### src/rsc_pkg.sv
// shared constants, types and register map of the reset source controller
package rsc_pkg;

   // ==========================================================
   // register map (byte addresses on the apb slave)
   localparam logic [7:0] ADDR_PROC_MODE_A = 8'h00;
   localparam logic [7:0] ADDR_PROC_MODE_B = 8'h04;
   localparam logic [7:0] ADDR_LVL0_CTRL = 8'h08;
   localparam logic [7:0] ADDR_LVL1_CTRL = 8'h0c;
   localparam logic [7:0] ADDR_DET_CTRL = 8'h10;
   localparam logic [7:0] ADDR_OPTION = 8'h14;
   localparam logic [7:0] ADDR_CAUSE = 8'h18;
   localparam logic [7:0] ADDR_STATUS = 8'h1c;
   localparam logic [7:0] ADDR_CLK_CTRL = 8'h20;

   // ==========================================================
   // field positions
   localparam int BIT_SOFTWARE_RESET = 3;
   localparam int BIT_WATCHDOG_RESET_SELECT = 2;
   localparam int BIT_LVL_RESET_ENABLE = 0;
   localparam int BIT_LVL_MODE_SELECT = 6;
   localparam int BIT_LVL0_CIRCUIT_ENABLE = 5;
   localparam int BIT_LVL1_CIRCUIT_ENABLE = 6;
   localparam int BIT_LVL2_RESET_ENABLE = 7;
   localparam int BIT_OPT_LVL0_MONITOR = 5;
   localparam int BIT_OPT_LVL1_MONITOR = 6;
   localparam int BIT_STAT_RAM_SUSPECT = 4;

   // ==========================================================
   // values after reset and counts
   localparam logic [7:0] OPTION_ERASED = 8'hff;
   localparam logic [31:0] DATA_ZERO = 32'h0000_0000;
   localparam int LOCO_RELEASE_COUNT = 32;
   localparam int RELEASE_CNT_W = 6;

   // ==========================================================
   // reset sources, one index each
   localparam int NUM_SRC = 6;
   localparam int SRC_PIN = 0;
   localparam int SRC_LVL0 = 1;
   localparam int SRC_LVL1 = 2;
   localparam int SRC_LVL2 = 3;
   localparam int SRC_WDT = 4;
   localparam int SRC_SW = 5;

   typedef struct packed {
      logic software;
      logic watchdog;
      logic lvl2;
      logic lvl1;
      logic lvl0;
      logic pin;
   } rsc_cause_t;

   // comparator flags, high while supply is at or below the threshold
   typedef struct packed {
      logic lvl2_below;
      logic lvl1_below;
      logic lvl0_below;
   } rsc_det_t;

   typedef enum logic [1:0] {
      CLK_LOCO_DIV8,
      CLK_LOCO,
      CLK_MAIN_DIV8,
      CLK_MAIN
   } rsc_clk_sel_t;

endpackage

### src/rsc_reset_ctrl.sv
// reset source combiner with apb control and status registers
//
// The register addresses and the APB register port were decided locally.
`timescale 1ns/1ps
// Operation
// - level-0 below threshold asserts internal reset when level-0 monitor reset enabled.
// - after level-0 recovers, count 32 oscillator cycles, then release internal reset.
// - every reset selects the low-speed oscillator divided by 8 as cpu clock.
// - level-0 enable comes from option bit 5, 0 enables, taken at hardware reset.
// - software cannot change the option bits; only a flash programmer writes them.
// - no reset clears ram; a write in progress leaves ram undefined.
// - level-1 below threshold resets pins, cpu and registers, then runs from vector.
// - level-1 reset keeps a defined subset of register bits unchanged.
// - variant without level-0: count 32 cycles after level-1 recovers before release.
// - in that variant level-1 enable comes from option bit 6, hardware reset only.
// - level-2 below threshold resets pins, cpu and registers, then runs from vector.
// - level-2 reset preserves a defined subset of registers.
// - watchdog underflow with reset select set resets the device.
// - watchdog reset preserves a subset; ram treated as undefined afterwards.
// - writing 1 to the software reset bit resets the device.
// - software reset preserves a subset and leaves ram untouched.
// - reset pin low holds reset; rising edge restarts from reset vector.
// - after power-on reset the level-0 monitor reset is enabled when option bit 5 is 0.
module rsc_reset_ctrl
   import rsc_pkg::*;
#(
   parameter bit HAS_LVL0 = 1'b1
) (
   // clock and reset
   input wire logic clk_sys,
   input wire logic rstn,
   // apb slave
   input wire logic psel,
   input wire logic penable,
   input wire logic pwrite,
   input wire logic [7:0] paddr,
   input wire logic [31:0] pwdata,
   output logic [31:0] prdata,
   output logic pready,
   output logic pslverr,
   // reset sources
   input wire logic reset_pin_n,
   input wire rsc_det_t det_below,
   input wire logic wdt_underflow,
   // option byte as read from flash
   input wire logic [7:0] option_function_byte,
   // ram write in progress, same clock
   input wire logic ram_write_busy,
   // to the rest of the chip
   output logic sys_reset_n,
   output logic hw_reset,
   output rsc_clk_sel_t cpu_clk_sel,
   output rsc_cause_t last_cause,
   output logic ram_suspect
);

   // ==========================================================
   // input synchronisers
   logic pin_meta;
   logic pin_sync;
   rsc_det_t det_meta;
   rsc_det_t det_sync;

   // power-up values read as pin low and supply below, so reset holds
   always_ff @(posedge clk_sys or negedge rstn) begin
      if (!rstn) begin
         pin_meta <= 1'b0;
         pin_sync <= 1'b0;
         det_meta <= '1;
         det_sync <= '1;
      end else begin
         pin_meta <= reset_pin_n;
         pin_sync <= pin_meta;
         det_meta <= det_below;
         det_sync <= det_meta;
      end
   end

   // ==========================================================
   // control state
   logic [7:0] option_q;
   logic software_reset_req;
   logic watchdog_reset_select;
   logic lvl0_reset_enable;
   logic lvl0_mode_select;
   logic lvl1_reset_enable;
   logic lvl1_mode_select;
   logic lvl0_circuit_enable;
   logic lvl1_circuit_enable;
   logic lvl2_reset_enable;
   rsc_clk_sel_t clk_sel_q;

   logic [NUM_SRC-1:0] src_req;
   logic [NUM_SRC-1:0] src_busy;
   logic int_reset;
   logic int_reset_q;
   logic hw_busy;
   logic lvl0_enabled;
   logic lvl1_enabled;

   // ==========================================================
   // apb decode
   logic wr_en;
   logic setup_rd;
   logic addr_ok;

   assign wr_en = psel & penable & pwrite & ~int_reset;
   assign setup_rd = psel & ~penable;

   always_comb begin
      unique case (paddr)
         ADDR_PROC_MODE_A, ADDR_PROC_MODE_B, ADDR_LVL0_CTRL, ADDR_LVL1_CTRL,
         ADDR_DET_CTRL, ADDR_OPTION, ADDR_CAUSE, ADDR_STATUS,
         ADDR_CLK_CTRL: addr_ok = 1'b1;
         default: addr_ok = 1'b0;
      endcase
   end

   // ==========================================================
   // reset sources
   assign lvl0_enabled = HAS_LVL0 & lvl0_reset_enable & lvl0_mode_select
                         & lvl0_circuit_enable;
   assign lvl1_enabled = lvl1_reset_enable & lvl1_mode_select & lvl1_circuit_enable;

   always_comb begin
      src_req = '0;
      src_req[SRC_PIN] = ~pin_sync;
      src_req[SRC_LVL0] = lvl0_enabled & det_sync.lvl0_below;
      src_req[SRC_LVL1] = lvl1_enabled & det_sync.lvl1_below;
      src_req[SRC_LVL2] = lvl2_reset_enable & det_sync.lvl2_below;
      src_req[SRC_WDT] = watchdog_reset_select & wdt_underflow;
      src_req[SRC_SW] = software_reset_req;
   end

   // every source gets the same 32-cycle release after it lets go
   genvar g;
   generate
      for (g = 0; g < NUM_SRC; g++) begin : g_src
         rsc_release_timer #(
            .COUNT(LOCO_RELEASE_COUNT)
         ) u_timer (
            .clk_sys(clk_sys),
            .rstn(rstn),
            .hold(src_req[g]),
            .busy(src_busy[g])
         );
      end
   endgenerate

   assign int_reset = |src_busy;

   // hardware reset covers the pin and the power-on monitor of this variant
   assign hw_busy = src_busy[SRC_PIN] | (HAS_LVL0 ? src_busy[SRC_LVL0]
                                                  : src_busy[SRC_LVL1]);

   always_ff @(posedge clk_sys or negedge rstn) begin
      if (!rstn) begin
         int_reset_q <= 1'b1;
         sys_reset_n <= 1'b0;
         hw_reset <= 1'b1;
      end else begin
         int_reset_q <= int_reset;
         sys_reset_n <= ~int_reset;
         hw_reset <= hw_busy;
      end
   end

   // ==========================================================
   // option byte: latched only during hardware reset, no bus path
   always_ff @(posedge clk_sys or negedge rstn) begin
      if (!rstn) begin
         option_q <= OPTION_ERASED;
      end else if (hw_busy) begin
         option_q <= option_function_byte;
      end
   end

   // ==========================================================
   // monitor control; these survive resets other than hardware reset
   always_ff @(posedge clk_sys or negedge rstn) begin
      if (!rstn) begin
         lvl0_reset_enable <= 1'b0;
         lvl0_mode_select <= 1'b0;
         lvl0_circuit_enable <= 1'b0;
         lvl1_reset_enable <= 1'b0;
         lvl1_mode_select <= 1'b0;
         lvl1_circuit_enable <= 1'b0;
         lvl2_reset_enable <= 1'b0;
      end else if (hw_busy) begin
         // option monitor bit (5, or 6 in the variant) at 0 starts the monitor with all three bits set
         lvl0_reset_enable <= HAS_LVL0 & ~option_function_byte[BIT_OPT_LVL0_MONITOR];
         lvl0_mode_select <= HAS_LVL0 & ~option_function_byte[BIT_OPT_LVL0_MONITOR];
         lvl0_circuit_enable <= HAS_LVL0 & ~option_function_byte[BIT_OPT_LVL0_MONITOR];
         lvl1_reset_enable <= ~HAS_LVL0 & ~option_function_byte[BIT_OPT_LVL1_MONITOR];
         lvl1_mode_select <= ~HAS_LVL0 & ~option_function_byte[BIT_OPT_LVL1_MONITOR];
         lvl1_circuit_enable <= ~HAS_LVL0 & ~option_function_byte[BIT_OPT_LVL1_MONITOR];
         lvl2_reset_enable <= 1'b0;
      end else if (wr_en) begin
         // other resets leave these alone, the preserved subset
         unique case (paddr)
            ADDR_LVL0_CTRL: begin
               lvl0_reset_enable <= pwdata[BIT_LVL_RESET_ENABLE];
               lvl0_mode_select <= pwdata[BIT_LVL_MODE_SELECT];
            end
            ADDR_LVL1_CTRL: begin
               lvl1_reset_enable <= pwdata[BIT_LVL_RESET_ENABLE];
               lvl1_mode_select <= pwdata[BIT_LVL_MODE_SELECT];
            end
            ADDR_DET_CTRL: begin
               lvl0_circuit_enable <= pwdata[BIT_LVL0_CIRCUIT_ENABLE];
               lvl1_circuit_enable <= pwdata[BIT_LVL1_CIRCUIT_ENABLE];
               lvl2_reset_enable <= pwdata[BIT_LVL2_RESET_ENABLE];
            end
            default: begin
            end
         endcase
      end
   end

   // ==========================================================
   // processor mode bits; cleared by every internal reset
   always_ff @(posedge clk_sys or negedge rstn) begin
      if (!rstn) begin
         software_reset_req <= 1'b0;
         watchdog_reset_select <= 1'b0;
      end else if (int_reset) begin
         software_reset_req <= 1'b0;
         watchdog_reset_select <= 1'b0;
      end else begin
         // the reset bit is a one-shot and never reads back as 1
         software_reset_req <= wr_en && paddr == ADDR_PROC_MODE_A
                               && pwdata[BIT_SOFTWARE_RESET];
         if (wr_en && paddr == ADDR_PROC_MODE_B) begin
            watchdog_reset_select <= pwdata[BIT_WATCHDOG_RESET_SELECT];
         end
      end
   end

   // ==========================================================
   // cpu clock select
   always_ff @(posedge clk_sys or negedge rstn) begin
      if (!rstn) begin
         clk_sel_q <= CLK_LOCO_DIV8;
      end else if (int_reset) begin
         clk_sel_q <= CLK_LOCO_DIV8;
      end else if (wr_en && paddr == ADDR_CLK_CTRL) begin
         clk_sel_q <= rsc_clk_sel_t'(pwdata[1:0]);
      end
   end

   assign cpu_clk_sel = clk_sel_q;

   // ==========================================================
   // cause of last reset: restarted on entry, gathers sources while held
   rsc_cause_t cause_q;

   always_ff @(posedge clk_sys or negedge rstn) begin
      if (!rstn) begin
         cause_q <= '0;
      end else if (int_reset && !int_reset_q) begin
         cause_q <= rsc_cause_t'(src_req);
      end else if (int_reset) begin
         cause_q <= rsc_cause_t'(NUM_SRC'(cause_q) | src_req);
      end
   end

   assign last_cause = cause_q;

   // ==========================================================
   // ram integrity flag; ram itself is never cleared here
   logic ram_suspect_q;
   logic ram_hit;
   logic ram_clr;

   assign ram_hit = (int_reset & ~int_reset_q & ram_write_busy)
                    | src_req[SRC_WDT];
   assign ram_clr = wr_en && paddr == ADDR_STATUS && pwdata[BIT_STAT_RAM_SUSPECT];

   // a new hit wins over a clear in the same cycle
   always_ff @(posedge clk_sys or negedge rstn) begin
      if (!rstn) begin
         ram_suspect_q <= 1'b0;
      end else if (ram_hit) begin
         ram_suspect_q <= 1'b1;
      end else if (ram_clr) begin
         ram_suspect_q <= 1'b0;
      end
   end

   assign ram_suspect = ram_suspect_q;

   // ==========================================================
   // apb read data, captured in the setup cycle
   logic [31:0] next_rdata;
   logic err_q;

   always_comb begin
      next_rdata = DATA_ZERO;
      unique case (paddr)
         ADDR_PROC_MODE_B: next_rdata[BIT_WATCHDOG_RESET_SELECT] = watchdog_reset_select;
         ADDR_LVL0_CTRL: begin
            next_rdata[BIT_LVL_RESET_ENABLE] = lvl0_reset_enable;
            next_rdata[BIT_LVL_MODE_SELECT] = lvl0_mode_select;
         end
         ADDR_LVL1_CTRL: begin
            next_rdata[BIT_LVL_RESET_ENABLE] = lvl1_reset_enable;
            next_rdata[BIT_LVL_MODE_SELECT] = lvl1_mode_select;
         end
         ADDR_DET_CTRL: begin
            next_rdata[BIT_LVL0_CIRCUIT_ENABLE] = lvl0_circuit_enable;
            next_rdata[BIT_LVL1_CIRCUIT_ENABLE] = lvl1_circuit_enable;
            next_rdata[BIT_LVL2_RESET_ENABLE] = lvl2_reset_enable;
         end
         ADDR_OPTION: next_rdata[7:0] = option_q;
         ADDR_CAUSE: next_rdata[NUM_SRC-1:0] = cause_q;
         ADDR_STATUS: begin
            next_rdata[2:0] = det_sync;
            next_rdata[3] = ~pin_sync;
            next_rdata[BIT_STAT_RAM_SUSPECT] = ram_suspect_q;
         end
         ADDR_CLK_CTRL: next_rdata[1:0] = clk_sel_q;
         default: next_rdata = DATA_ZERO;
      endcase
   end

   always_ff @(posedge clk_sys or negedge rstn) begin
      if (!rstn) begin
         prdata <= DATA_ZERO;
         err_q <= 1'b0;
      end else if (setup_rd) begin
         prdata <= pwrite ? DATA_ZERO : next_rdata;
         err_q <= ~addr_ok;
      end
   end

   // zero wait states: the access phase always completes at its first edge
   assign pready = psel & penable;
   assign pslverr = psel & penable & err_q;

endmodule

### src/rsc_release_timer.sv
// hold-and-release counter for one reset source
`timescale 1ns/1ps
module rsc_release_timer
   import rsc_pkg::*;
#(
   parameter int COUNT = LOCO_RELEASE_COUNT
) (
   // clock and reset
   input wire logic clk_sys,
   input wire logic rstn,
   // source
   input wire logic hold,
   output logic busy
);

   logic [RELEASE_CNT_W-1:0] cnt;
   logic armed;

   // the count restarts whenever the source reasserts
   always_ff @(posedge clk_sys or negedge rstn) begin
      if (!rstn) begin
         cnt <= '0;
         armed <= 1'b1;
      end else if (hold) begin
         cnt <= '0;
         armed <= 1'b1;
      end else if (armed) begin
         if (cnt == RELEASE_CNT_W'(COUNT - 1)) begin
            armed <= 1'b0;
         end
         cnt <= cnt + 1'b1;
      end
   end

   assign busy = hold | armed;

endmodule

### config.mk
export PLATFORM = sky130hd
export DESIGN_NAME = rsc_reset_ctrl
export DESIGN_NICKNAME = d
export VERILOG_FILES = /design/src/rsc_pkg.sv /design/src/rsc_reset_ctrl.sv /design/src/rsc_release_timer.sv
export SDC_FILE = /design/constraint.sdc
export NUM_CORES = 1
export LEC_CHECK = 0
export BUFFER_PORTS_ARGS = -buffer_cell sky130_fd_sc_hd__buf_2
export CAP_MARGIN = 30
export CORE_MARGIN = 3
export CORE_UTILIZATION = 54
export CTS_CLUSTER_SIZE = 8
export DETAILED_ROUTE_END_ITERATION = 8
export GPL_TIMING_DRIVEN = 0
export PLACE_DENSITY = 0.84
export SLEW_MARGIN = 20
export SYNTH_ARGS = -nofsm -noshare
export SYNTH_HDL_FRONTEND = slang
export SYNTH_SLANG_ARGS = --single-unit
### constraint.sdc
create_clock -name clk_sys -period 2.32 [get_ports clk_sys]
set_input_delay 0.464 -clock clk_sys [delete_from_list [all_inputs] [get_ports clk_sys]]
set_output_delay 0.464 -clock clk_sys [all_outputs]
set_load 0.01 [all_outputs]
After elaboration in Yosys (flattened, before gate mapping)
Cells that the tools add are included.
W data, S select, Z words.
- output and inout port bits: 45
- register bits after elaboration: 112
- reductions and logical operators: 27
- bitwise gates (word level): 30
- muxes and demuxes: 69
- eq/ne operators: 15
- add/subtract/negate cells: 6
- operators by type and width (operator ; count):
    $mux W6 ; 14
    $mux W1 ; 45
    $add A6 B1 Y6 const B ; 6
    $eq A6 B5 Y1 const B ; 6
    $eq A8 B5 Y1 const B ; 4
    $reduce_bool A2 Y1 ; 13
    $eq A8 B4 Y1 const B ; 2
    $and A1 B1 Y1 ; 15
    $pmux W1 S4 ; 3
    $reduce_or A9 Y1 ; 1
    $eq A8 B3 Y1 const B ; 1
    $eq A8 B6 Y1 const B ; 1
    $logic_not A8 Y1 ; 1
    $mux W8 ; 1
    $or A1 B1 Y1 ; 8
    $logic_and A1 B1 Y1 ; 7
    $not A1 Y1 ; 6
    $or A6 B6 Y6 ; 1
    $pmux W1 S6 ; 1
    $pmux W2 S3 ; 1
    $reduce_and A2 Y1 ; 3
    $reduce_or A6 Y1 ; 1
    $mux W2 ; 2
    $pmux W1 S3 ; 1
    3 further kinds ; 3

Longest topological paths before layout
Gate-level depths: netlist of the first run.
- depth after elaboration: 11
- mapped depth: 7

By module
From an unflattened synthesis of the first run, not the netlist that was laid out.
- cells, all modules: 421
- area total of the unflattened synthesis: 4470.5 um^2
- by module, submodules not included (module ; times used ; seq. area each (um^2) ; cells each ; area an instance (um^2)):
    rsc_reset_ctrl ; 1 ; 1171.1 ; 235 ; 2428.6
    rsc_release_timer ; 6 ; 176.4 ; 31 ; 340.3

Worst setup path before layout of the first run
No wires, ideal clock.
- path type: register to register
- from: register g_src[1].u_timer.armed
- to: register lvl0_circuit_enable
- period minus slack after synthesis: 1629 ps
- data required time: 2195 ps
- data arrival time: 1504 ps
- path slack: 691 ps
- path buffers: 2
- library setup time: 125 ps
- stages on the path, launching flop included: 8
- path through: dfstp_2 -> buf_2 -> or3b_4 -> nor2_8 -> inv_4 -> buf_6 -> o31ai_4 -> a21oi_2
- elaborated cells between the ends (all ways): 9
- those cells by class: mux (1); bitwise (4); reduce/logical (4)
- RTL lines (what ; RTL line ; RTL):
    start, declared ; rsc_release_timer.sv:17 ; logic armed;
    start signal, assigned ; rsc_release_timer.sv:23 ; armed <= 1'b1;
    start signal, assigned ; rsc_release_timer.sv:26 ; armed <= 1'b1;
    start signal, assigned ; rsc_release_timer.sv:29 ; armed <= 1'b0;
    $or A1 B1 Y1 * ; rsc_release_timer.sv:35 ; assign busy = hold | armed;
    $or A1 B1 Y1 * ; rsc_reset_ctrl.sv:153 ; assign hw_busy = src_busy[SRC_PIN] | (HAS_LVL0 ? src_busy[SRC_LVL0]
    named net hw_busy ; rsc_reset_ctrl.sv:97 ; logic hw_busy;
    $reduce_bool A2 Y1 (no line) ; n/a ;
    $reduce_and A2 Y1 (no line) ; n/a ;
    end signal, assigned ; rsc_reset_ctrl.sv:193 ; lvl0_circuit_enable <= HAS_LVL0 & ~option_function_byte[BIT_OPT_LVL0_MONITOR];
    end signal, assigned ; rsc_reset_ctrl.sv:210 ; lvl0_circuit_enable <= pwdata[BIT_LVL0_CIRCUIT_ENABLE];
    end, declared ; rsc_reset_ctrl.sv:88 ; logic lvl0_circuit_enable;
Mark *: on every way through the listed nets, which the timed path passes. The rest lies on a longest branch.
A chain may end at the register's enable or synchronous reset.

Worst setup path in the final report of the first run
- from: register g_src[5].u_timer.armed
- to: register cause_q (netlist bit last_cause[0])
- cells in the longest elaborated chain, start to end: 4
- elaborated cells between the ends (all ways): 5
- those cells by class: mux (1); bitwise (1); reduce/logical (3)
- ends and longest elaborated chain (what ; RTL line ; RTL):
    start, declared ; rsc_release_timer.sv:17 ;
    start signal, assigned ; rsc_release_timer.sv:23 ;
    start signal, assigned ; rsc_release_timer.sv:26 ;
    start signal, assigned ; rsc_release_timer.sv:29 ;
    $or A1 B1 Y1 * ; rsc_release_timer.sv:35 ;
    $reduce_or A6 Y1 * ; rsc_reset_ctrl.sv:150 ; assign int_reset = |src_busy;
    $logic_and A1 B1 Y1 ; rsc_reset_ctrl.sv:260 ; end else if (int_reset && !int_reset_q) begin
    $mux W6 or $reduce_bool A2 Y1 (tied branches) ; n/a ;
    end signal, assigned ; rsc_reset_ctrl.sv:261 ; cause_q <= rsc_cause_t'(src_req);
    end signal, assigned ; rsc_reset_ctrl.sv:263 ; cause_q <= rsc_cause_t'(NUM_SRC'(cause_q) | src_req);
    end, declared ; rsc_reset_ctrl.sv:255 ; rsc_cause_t cause_q;
Mark *: on every way between the ends. The rest lies on a longest branch, timed or not.

==> flow_metrics.tcl, run 1 <==
set metrics [dict create \
    status "complete, no violations" \
    yosys.area.top_type_share_pct 37.7 \
    fin_crit_ps 2110 \
    worst_slew_pin_slew_ps 962 \
    clock_sinks 88 \
    clk_latency_ps 360 \
    drive_gt1_share_pct 26.5 \
    worstPathRequired_ps 2540 \
    firstDrtPassIters 5 \
    rrSetupSlack_ps 210 \
    path_buf_inv 1 \
    antenna_found_initial 0 \
    drt-total-wl_mm 9.27 \
    via_count 3398 \
    cp_top_family "compound AO/OA/AOI/OAI gates" \
    synth_cells 431 \
    crit_path_start_kind "flip-flop" \
    avgSynthCellArea_um2 10.2 \
    cts_tree "done" \
    row_count 32 \
    seq_area_frac_synth_pct 50.9 \
    synth_area_mm2 0.00438 \
    drtIter0Drc 227 \
    vdd_drop_max_uv 509 \
    area_growth_pct 15.6 \
    postCtsHoldBufs 0 \
    drv_cap 0 \
    grt-ovfl-total 0 \
    ys_seq_elements 88 \
    worstReg2RegEnd "last_cause[0]" \
    worst_clock_skew_ps 8.29 \
    fin_util_pct 64.8 \
    endpoint_kind "flip-flop" \
    ios 104 \
    finalCritPeriodShare_pct 90.9 \
    core-area_mm2 0.00781 \
    async_flop_share_pct 100 \
    fp.dieArea_mm2 0.00922 \
    port-buffer-count 53 \
    cts_buffer_depth 2 \
    root_buffer "clkbuf_8" \
    cp-startpoint "g_src[5].u_timer.armed" \
    cts_max_level 3 \
    worst_path_max_delay_cell "a21oi_1" \
    wl_per_cell_um 14.8 \
    final_max_slew_viol_count 0 \
    hold_viol 0 \
    grt_use_total_pct 21.5 \
    critPathMaxStageDelay_ps 560 \
    fin_setup_tns_ps 0 \
    die_w_um 96.0 \
    synthDistinctLibCells 57 \
    max_clock_freq_mhz 474 \
    drc 0 \
    n_antenna_cell 0 \
    power.leakage_nw 2.45 \
    ys_warn_count 0 \
    cts_buffers 9 \
    min-delay-path-class "in -> async" \
    whs_ps 80.1 \
    ys_top_cells_by_area "dfrtp_1 (38%), dfstp_2 (13%), nand2_1 (5.1%)" \
    path_clk_slew_ps 100 \
    drtAntennaViolNets 0 \
    relSlewSlack_pct 35.0 \
    rsz0062_at_grt "no" \
    ys.flop_type "dfrtp_1" \
    worstPathArrival_ps 2320 \
    place.gp.congestion 0.950 \
    yosysTopAreaCell "dfrtp_1" \
    grt_pass1_vias 3168 \
    grt_max_degree 46 \
    initial_core_util_pct 56.1 \
    grt_pass1_wl_mm 15.1 \
    crit_fanout 7 \
    finalSetupViolCount 0 \
    die_y_um 96.0 \
    path_cells "clkbuf_1, a211oi_1, and4_1, a21oi_1, o21ai_0" \
    dp_hpwl_mm 7.10 \
    via_per_inst 5.43 \
    nNetsFinal 584 \
    rr_worst_depth 5 \
    p_per_area_mw_per_mm2 599 \
    synth_top_cells_by_count "dfrtp_1 (66), nand2_1 (60), nor2_1 (35)" \
    path_class "reg -> reg" \
    synth_edf_count 0 \
    post_cts_resized 0 \
    cts_setup_buffers 0 \
    synth.most_common_cell "dfrtp_1" \
    reg2reg_from "g_src[5].u_timer.armed" \
]
[per-layer routing]
layer | routed length (um) | share of wire (%) | track usage [%]
met5 | 0 | 0 | 0
met2 | 4330 | 47 | 33.5
met1 | 4070 | 44 | 29.2
met3 | 704 | 7.6 | 4.77
met4 | 171 | 1.8 | 8.29
[registers in the layout (all words and copies together), names as in the netlist, 2 cells and up]
signal / count
last_cause: 6
cpu_clk_sel: 2
g_src.u_timer.armed: 6
g_src.u_timer.cnt: 36
det_sync: 3
option_q: 8
prdata: 8
det_meta: 3
[cells in the final DEF (no fill, tap or decap), types with 16 or more instances in the layout]
cell	synthesis	layout
buf_2	8	60
buf_4	24	25
conb_1	1	24
dfrtp_1	66	66
dfstp_2	22	22
mux2i_1	17	17
nand2_1	60	60
nand4_1	22	22
nor2_1	35	35
o21ai_0	22	22
xor2_1	16	16
[where the power goes]
group	internal, W	switching (W)	leakage (nW)
Combinational	0.000165	0.000205	1.26
Clock	0.000402	0.000566	0.0955
Sequential	0.00163	0.0000648	1.10
[cell type report]
cell class	count	area [um^2]
fill	632	2750
clock buffer	9	124
tap	102	128
buffer	44	280
multi-input combinational	310	1910
inverter	12	47.5
sequential	88	2230
timing repair buffer	54	288
clock inverter	7	56.3
[stage by stage]
step | instances | setup WS (ps) | instance area, um^2 | total power [W]
2_1_floorplan | 454 | 691 | 4460 | 0.00196
3_3_place_gp | 609 | 119 | 4860 | 0.00207
3_5_place_dp | 610 | 191 | 4880 | 0.00209
4_1_cts | 626 | 238 | 5060 | 0.00306
5_1_grt | 626 | 65.8 | 5060 | 0.00319
6_report | 626 | 212 | 5060 | 0.00303
[cell families (layout without fill, tap and decap cells)]
group                      Yosys count  after routing  share of synthesized area [%]
muxes                               20             20                           4.66
DFF                                 88             88                           50.9
adders and majority gates            6              6                           1.72
xor gates and xnor gates            24             24                           4.80
AOI/OAI and AO/OA                   55             55                           8.41
buffers and inverters               56            126                           7.49
and+or+nand+nor                    181            181                           21.9
other                                1             24                         0.0857
[worst max-delay path by stage]
stage	endpoint	slack (ps)	depth (start not counted)
floorplan	lvl0_circuit_enable	690	7
global placement	g_src[1].u_timer.cnt[1]	120	1
detailed placement	lvl1_mode_select	190	5
CTS	last_cause[0]	240	5
global route	last_cause[4]	70	5
finish	last_cause[0]	210	5
No activity file was read; power rests on OpenSTA's default activity.
==> inputs of run 2 (changes only) <==
- CAP_MARGIN: 30 -> not set
- SETUP_SLACK_MARGIN: not set -> 0.3
- TNS_END_PERCENT: not set -> 20
==> run 2 against run 1 <==
Against the previous run:
- worst setup slack gained 170 ps
- register-to-register slack improved by 170 ps
- global-route usage is 0.10 points lower
- sequential power hardly changed
- critical path depth did not move
- clock skew up 5.1 ps
- via count increased by 0.59%
- critical endpoint is now lvl0_mode_select
- largest power group unchanged
==> flow_metrics.tcl, run 2 (synthesized netlist as in run 1, its figures left out) <==
set metrics [dict create \
    mostFrequentLayoutCells "dfrtp_1 (66), buf_2 (60), nand2_1 (60)" \
    endpoint_kind "flip-flop" \
    cts_buffer_depth 2 \
    power.leakage_nw 2.45 \
    grt_max_degree 46 \
    worst_path_max_delay_cell "and4_1" \
    fin_setup_tns_ps 0 \
    path_class "reg -> reg" \
    p_switching_w 0.000827 \
    largest_reg_flops 36 \
    cts_tree "done" \
    core-area_mm2 0.00781 \
    grt_pass1_vias 3186 \
    multi_input_area_mm2 0.00192 \
    row_count 32 \
    area_growth_pct 15.8 \
    finalSetupViolCount 0 \
    worst_slew_pin_slew_ps 1120 \
    fillers 621 \
    port-buffer-count 53 \
    critPathMaxStageDelay_ps 390 \
    gr-max-usage-layer "met2" \
    clock_sinks 88 \
    path_buf_inv 1 \
    crit_path_start_kind "flip-flop" \
    grt_use_total_pct 21.4 \
    n_antenna_cell 0 \
    wl_per_cell_um 15.0 \
    power.share.sequential_pct 56.1 \
    via_per_inst 5.46 \
    cp_top_family "simple AND/OR/NAND/NOR gates" \
    firstDrtPassIters 4 \
    fin_crit_ps 1940 \
    final_max_slew_viol_count 0 \
    met2_usage_pct 33.2 \
    p_int_w 0.00219 \
    crit_fanout 7 \
    clk_latency_ps 360 \
    drc 0 \
    grtUsageMet1_pct 29.2 \
    p_comb_share_pct 12.3 \
    drive_gt1_share_pct 27.1 \
    path_cells "clkbuf_1, nor3_2, and4_1, a41oi_1, a211oi_1" \
    max_clock_freq_mhz 515 \
    root_buffer "clkbuf_8" \
    initial_core_util_pct 56.1 \
    min-delay-path-class "in -> async" \
    status "complete, no violations" \
    cts_setup_buffers 0 \
    drtIter0Drc 233 \
    reg.largest.list "g_src.u_timer.cnt: 36 flops, option_q: 8 flops, prdata: 8 flops" \
    drtAntennaViolNets 0 \
    ios 104 \
    register_area_mm2 0.00223 \
    die_w_um 96.0 \
    path_clk_slew_ps 100 \
    worst_clock_skew_ps 13.4 \
    nNetsFinal 584 \
    fp.dieArea_mm2 0.00922 \
    cts_max_level 3 \
    die_y_um 96.0 \
    drt-total-wl_mm 9.37 \
    largest-register "g_src.u_timer.cnt" \
    finalCritPeriodShare_pct 83.7 \
    drv_cap 0 \
    p_per_area_mw_per_mm2 595 \
    power_switching_share_pct 27.4 \
    met3_usage_pct 4.93 \
    worstPathRequired_ps 2550 \
    grt_pass1_wl_mm 15.1 \
    antenna_found_initial 0 \
    via_count 3418 \
    place.gp.congestion 0.950 \
    relSlewSlack_pct 24.1 \
    pwr-share-clk_pct 31.6 \
    hold_viol 0 \
    whs_ps 83.8 \
    cts_buffers 9 \
    rsz0062_at_grt "yes" \
    grt-ovfl-total 0 \
    vdd_drop_max_uv 423 \
    worstPathArrival_ps 2170 \
    dp_hpwl_mm 7.11 \
    final_common_cell "dfrtp_1" \
]
-- run 2: cell counts in the layout (fill, tap and decap cells not counted) --
No cell type changed its count.
-- run 2: layout make-up --
cell class	count	share of cell area, %
Sequential cell	88	44.0
Multi-Input combinational cell	310	37.9
Timing Repair Buffer	54	5.68
Buffer	44	5.53
Tap cell	102	2.52
Clock buffer	9	2.44
Clock inverter	7	1.06
Inverter	12	0.938
-- run 2: power groups by stage --
stage	registers [W]	logic, W	clock network (W)
floorplan	0.00170	0.000253	0
global placement	0.00171	0.000351	0
detailed placement	0.00172	0.000371	0
CTS	0.00169	0.000373	0.000979
global route	0.00170	0.000417	0.00105
finish	0.00169	0.000371	0.000954
-- run 2: path summary, 6_finish.rpt --
check	startpoint	end	slack, ps	depth (start not counted)
setup / recovery	g_src[2].u_timer.armed	lvl0_mode_select	380	5
max in group asynchronous	rstn	det_meta[0]	1540	2
setup reg to reg	g_src[2].u_timer.armed	lvl0_mode_select	380	5
hold reg to reg	det_meta[0]	det_sync[0]	360	0
min in group clk_sys	det_below[2]	det_meta[2]	190	1
hold / removal	rstn	g_src[5].u_timer.cnt[5]	80	1
-- run 2: repair_timing --
item | in CTS | in global routing
hold buffers | 0 | 0
resized for setup | 1 | 2
setup endpoints to repair | 7 | 9
hold endpoints to repair | 0 | 0
-- run 2: routing by layer --
| layer | part of all wire [%] | routed length, um | vias up |
|---|---|---|---|
| met2 | 46 | 4330 | 153 |
| li1 | - | - | 1623 |
| met1 | 44 | 4140 | 1627 |
| met3 | 7.5 | 701 | 15 |
| met4 | 2.2 | 206 | 0 |
| met5 | 0 | 0 | - |
-- run 2: per-stage QoR --
step,instance area [um^2],util (%),setup slack (ps),instances,power (W)
2_1_floorplan,4460,-,691,454,0.00196
4_1_cts,5060,64.8,323,626,0.00304
6_report,5070,64.9,379,626,0.00302
3_5_place_dp,4880,62.5,194,610,0.00209
3_3_place_gp,4860,62.2,119,609,0.00207
5_1_grt,5070,64.9,255,626,0.00317
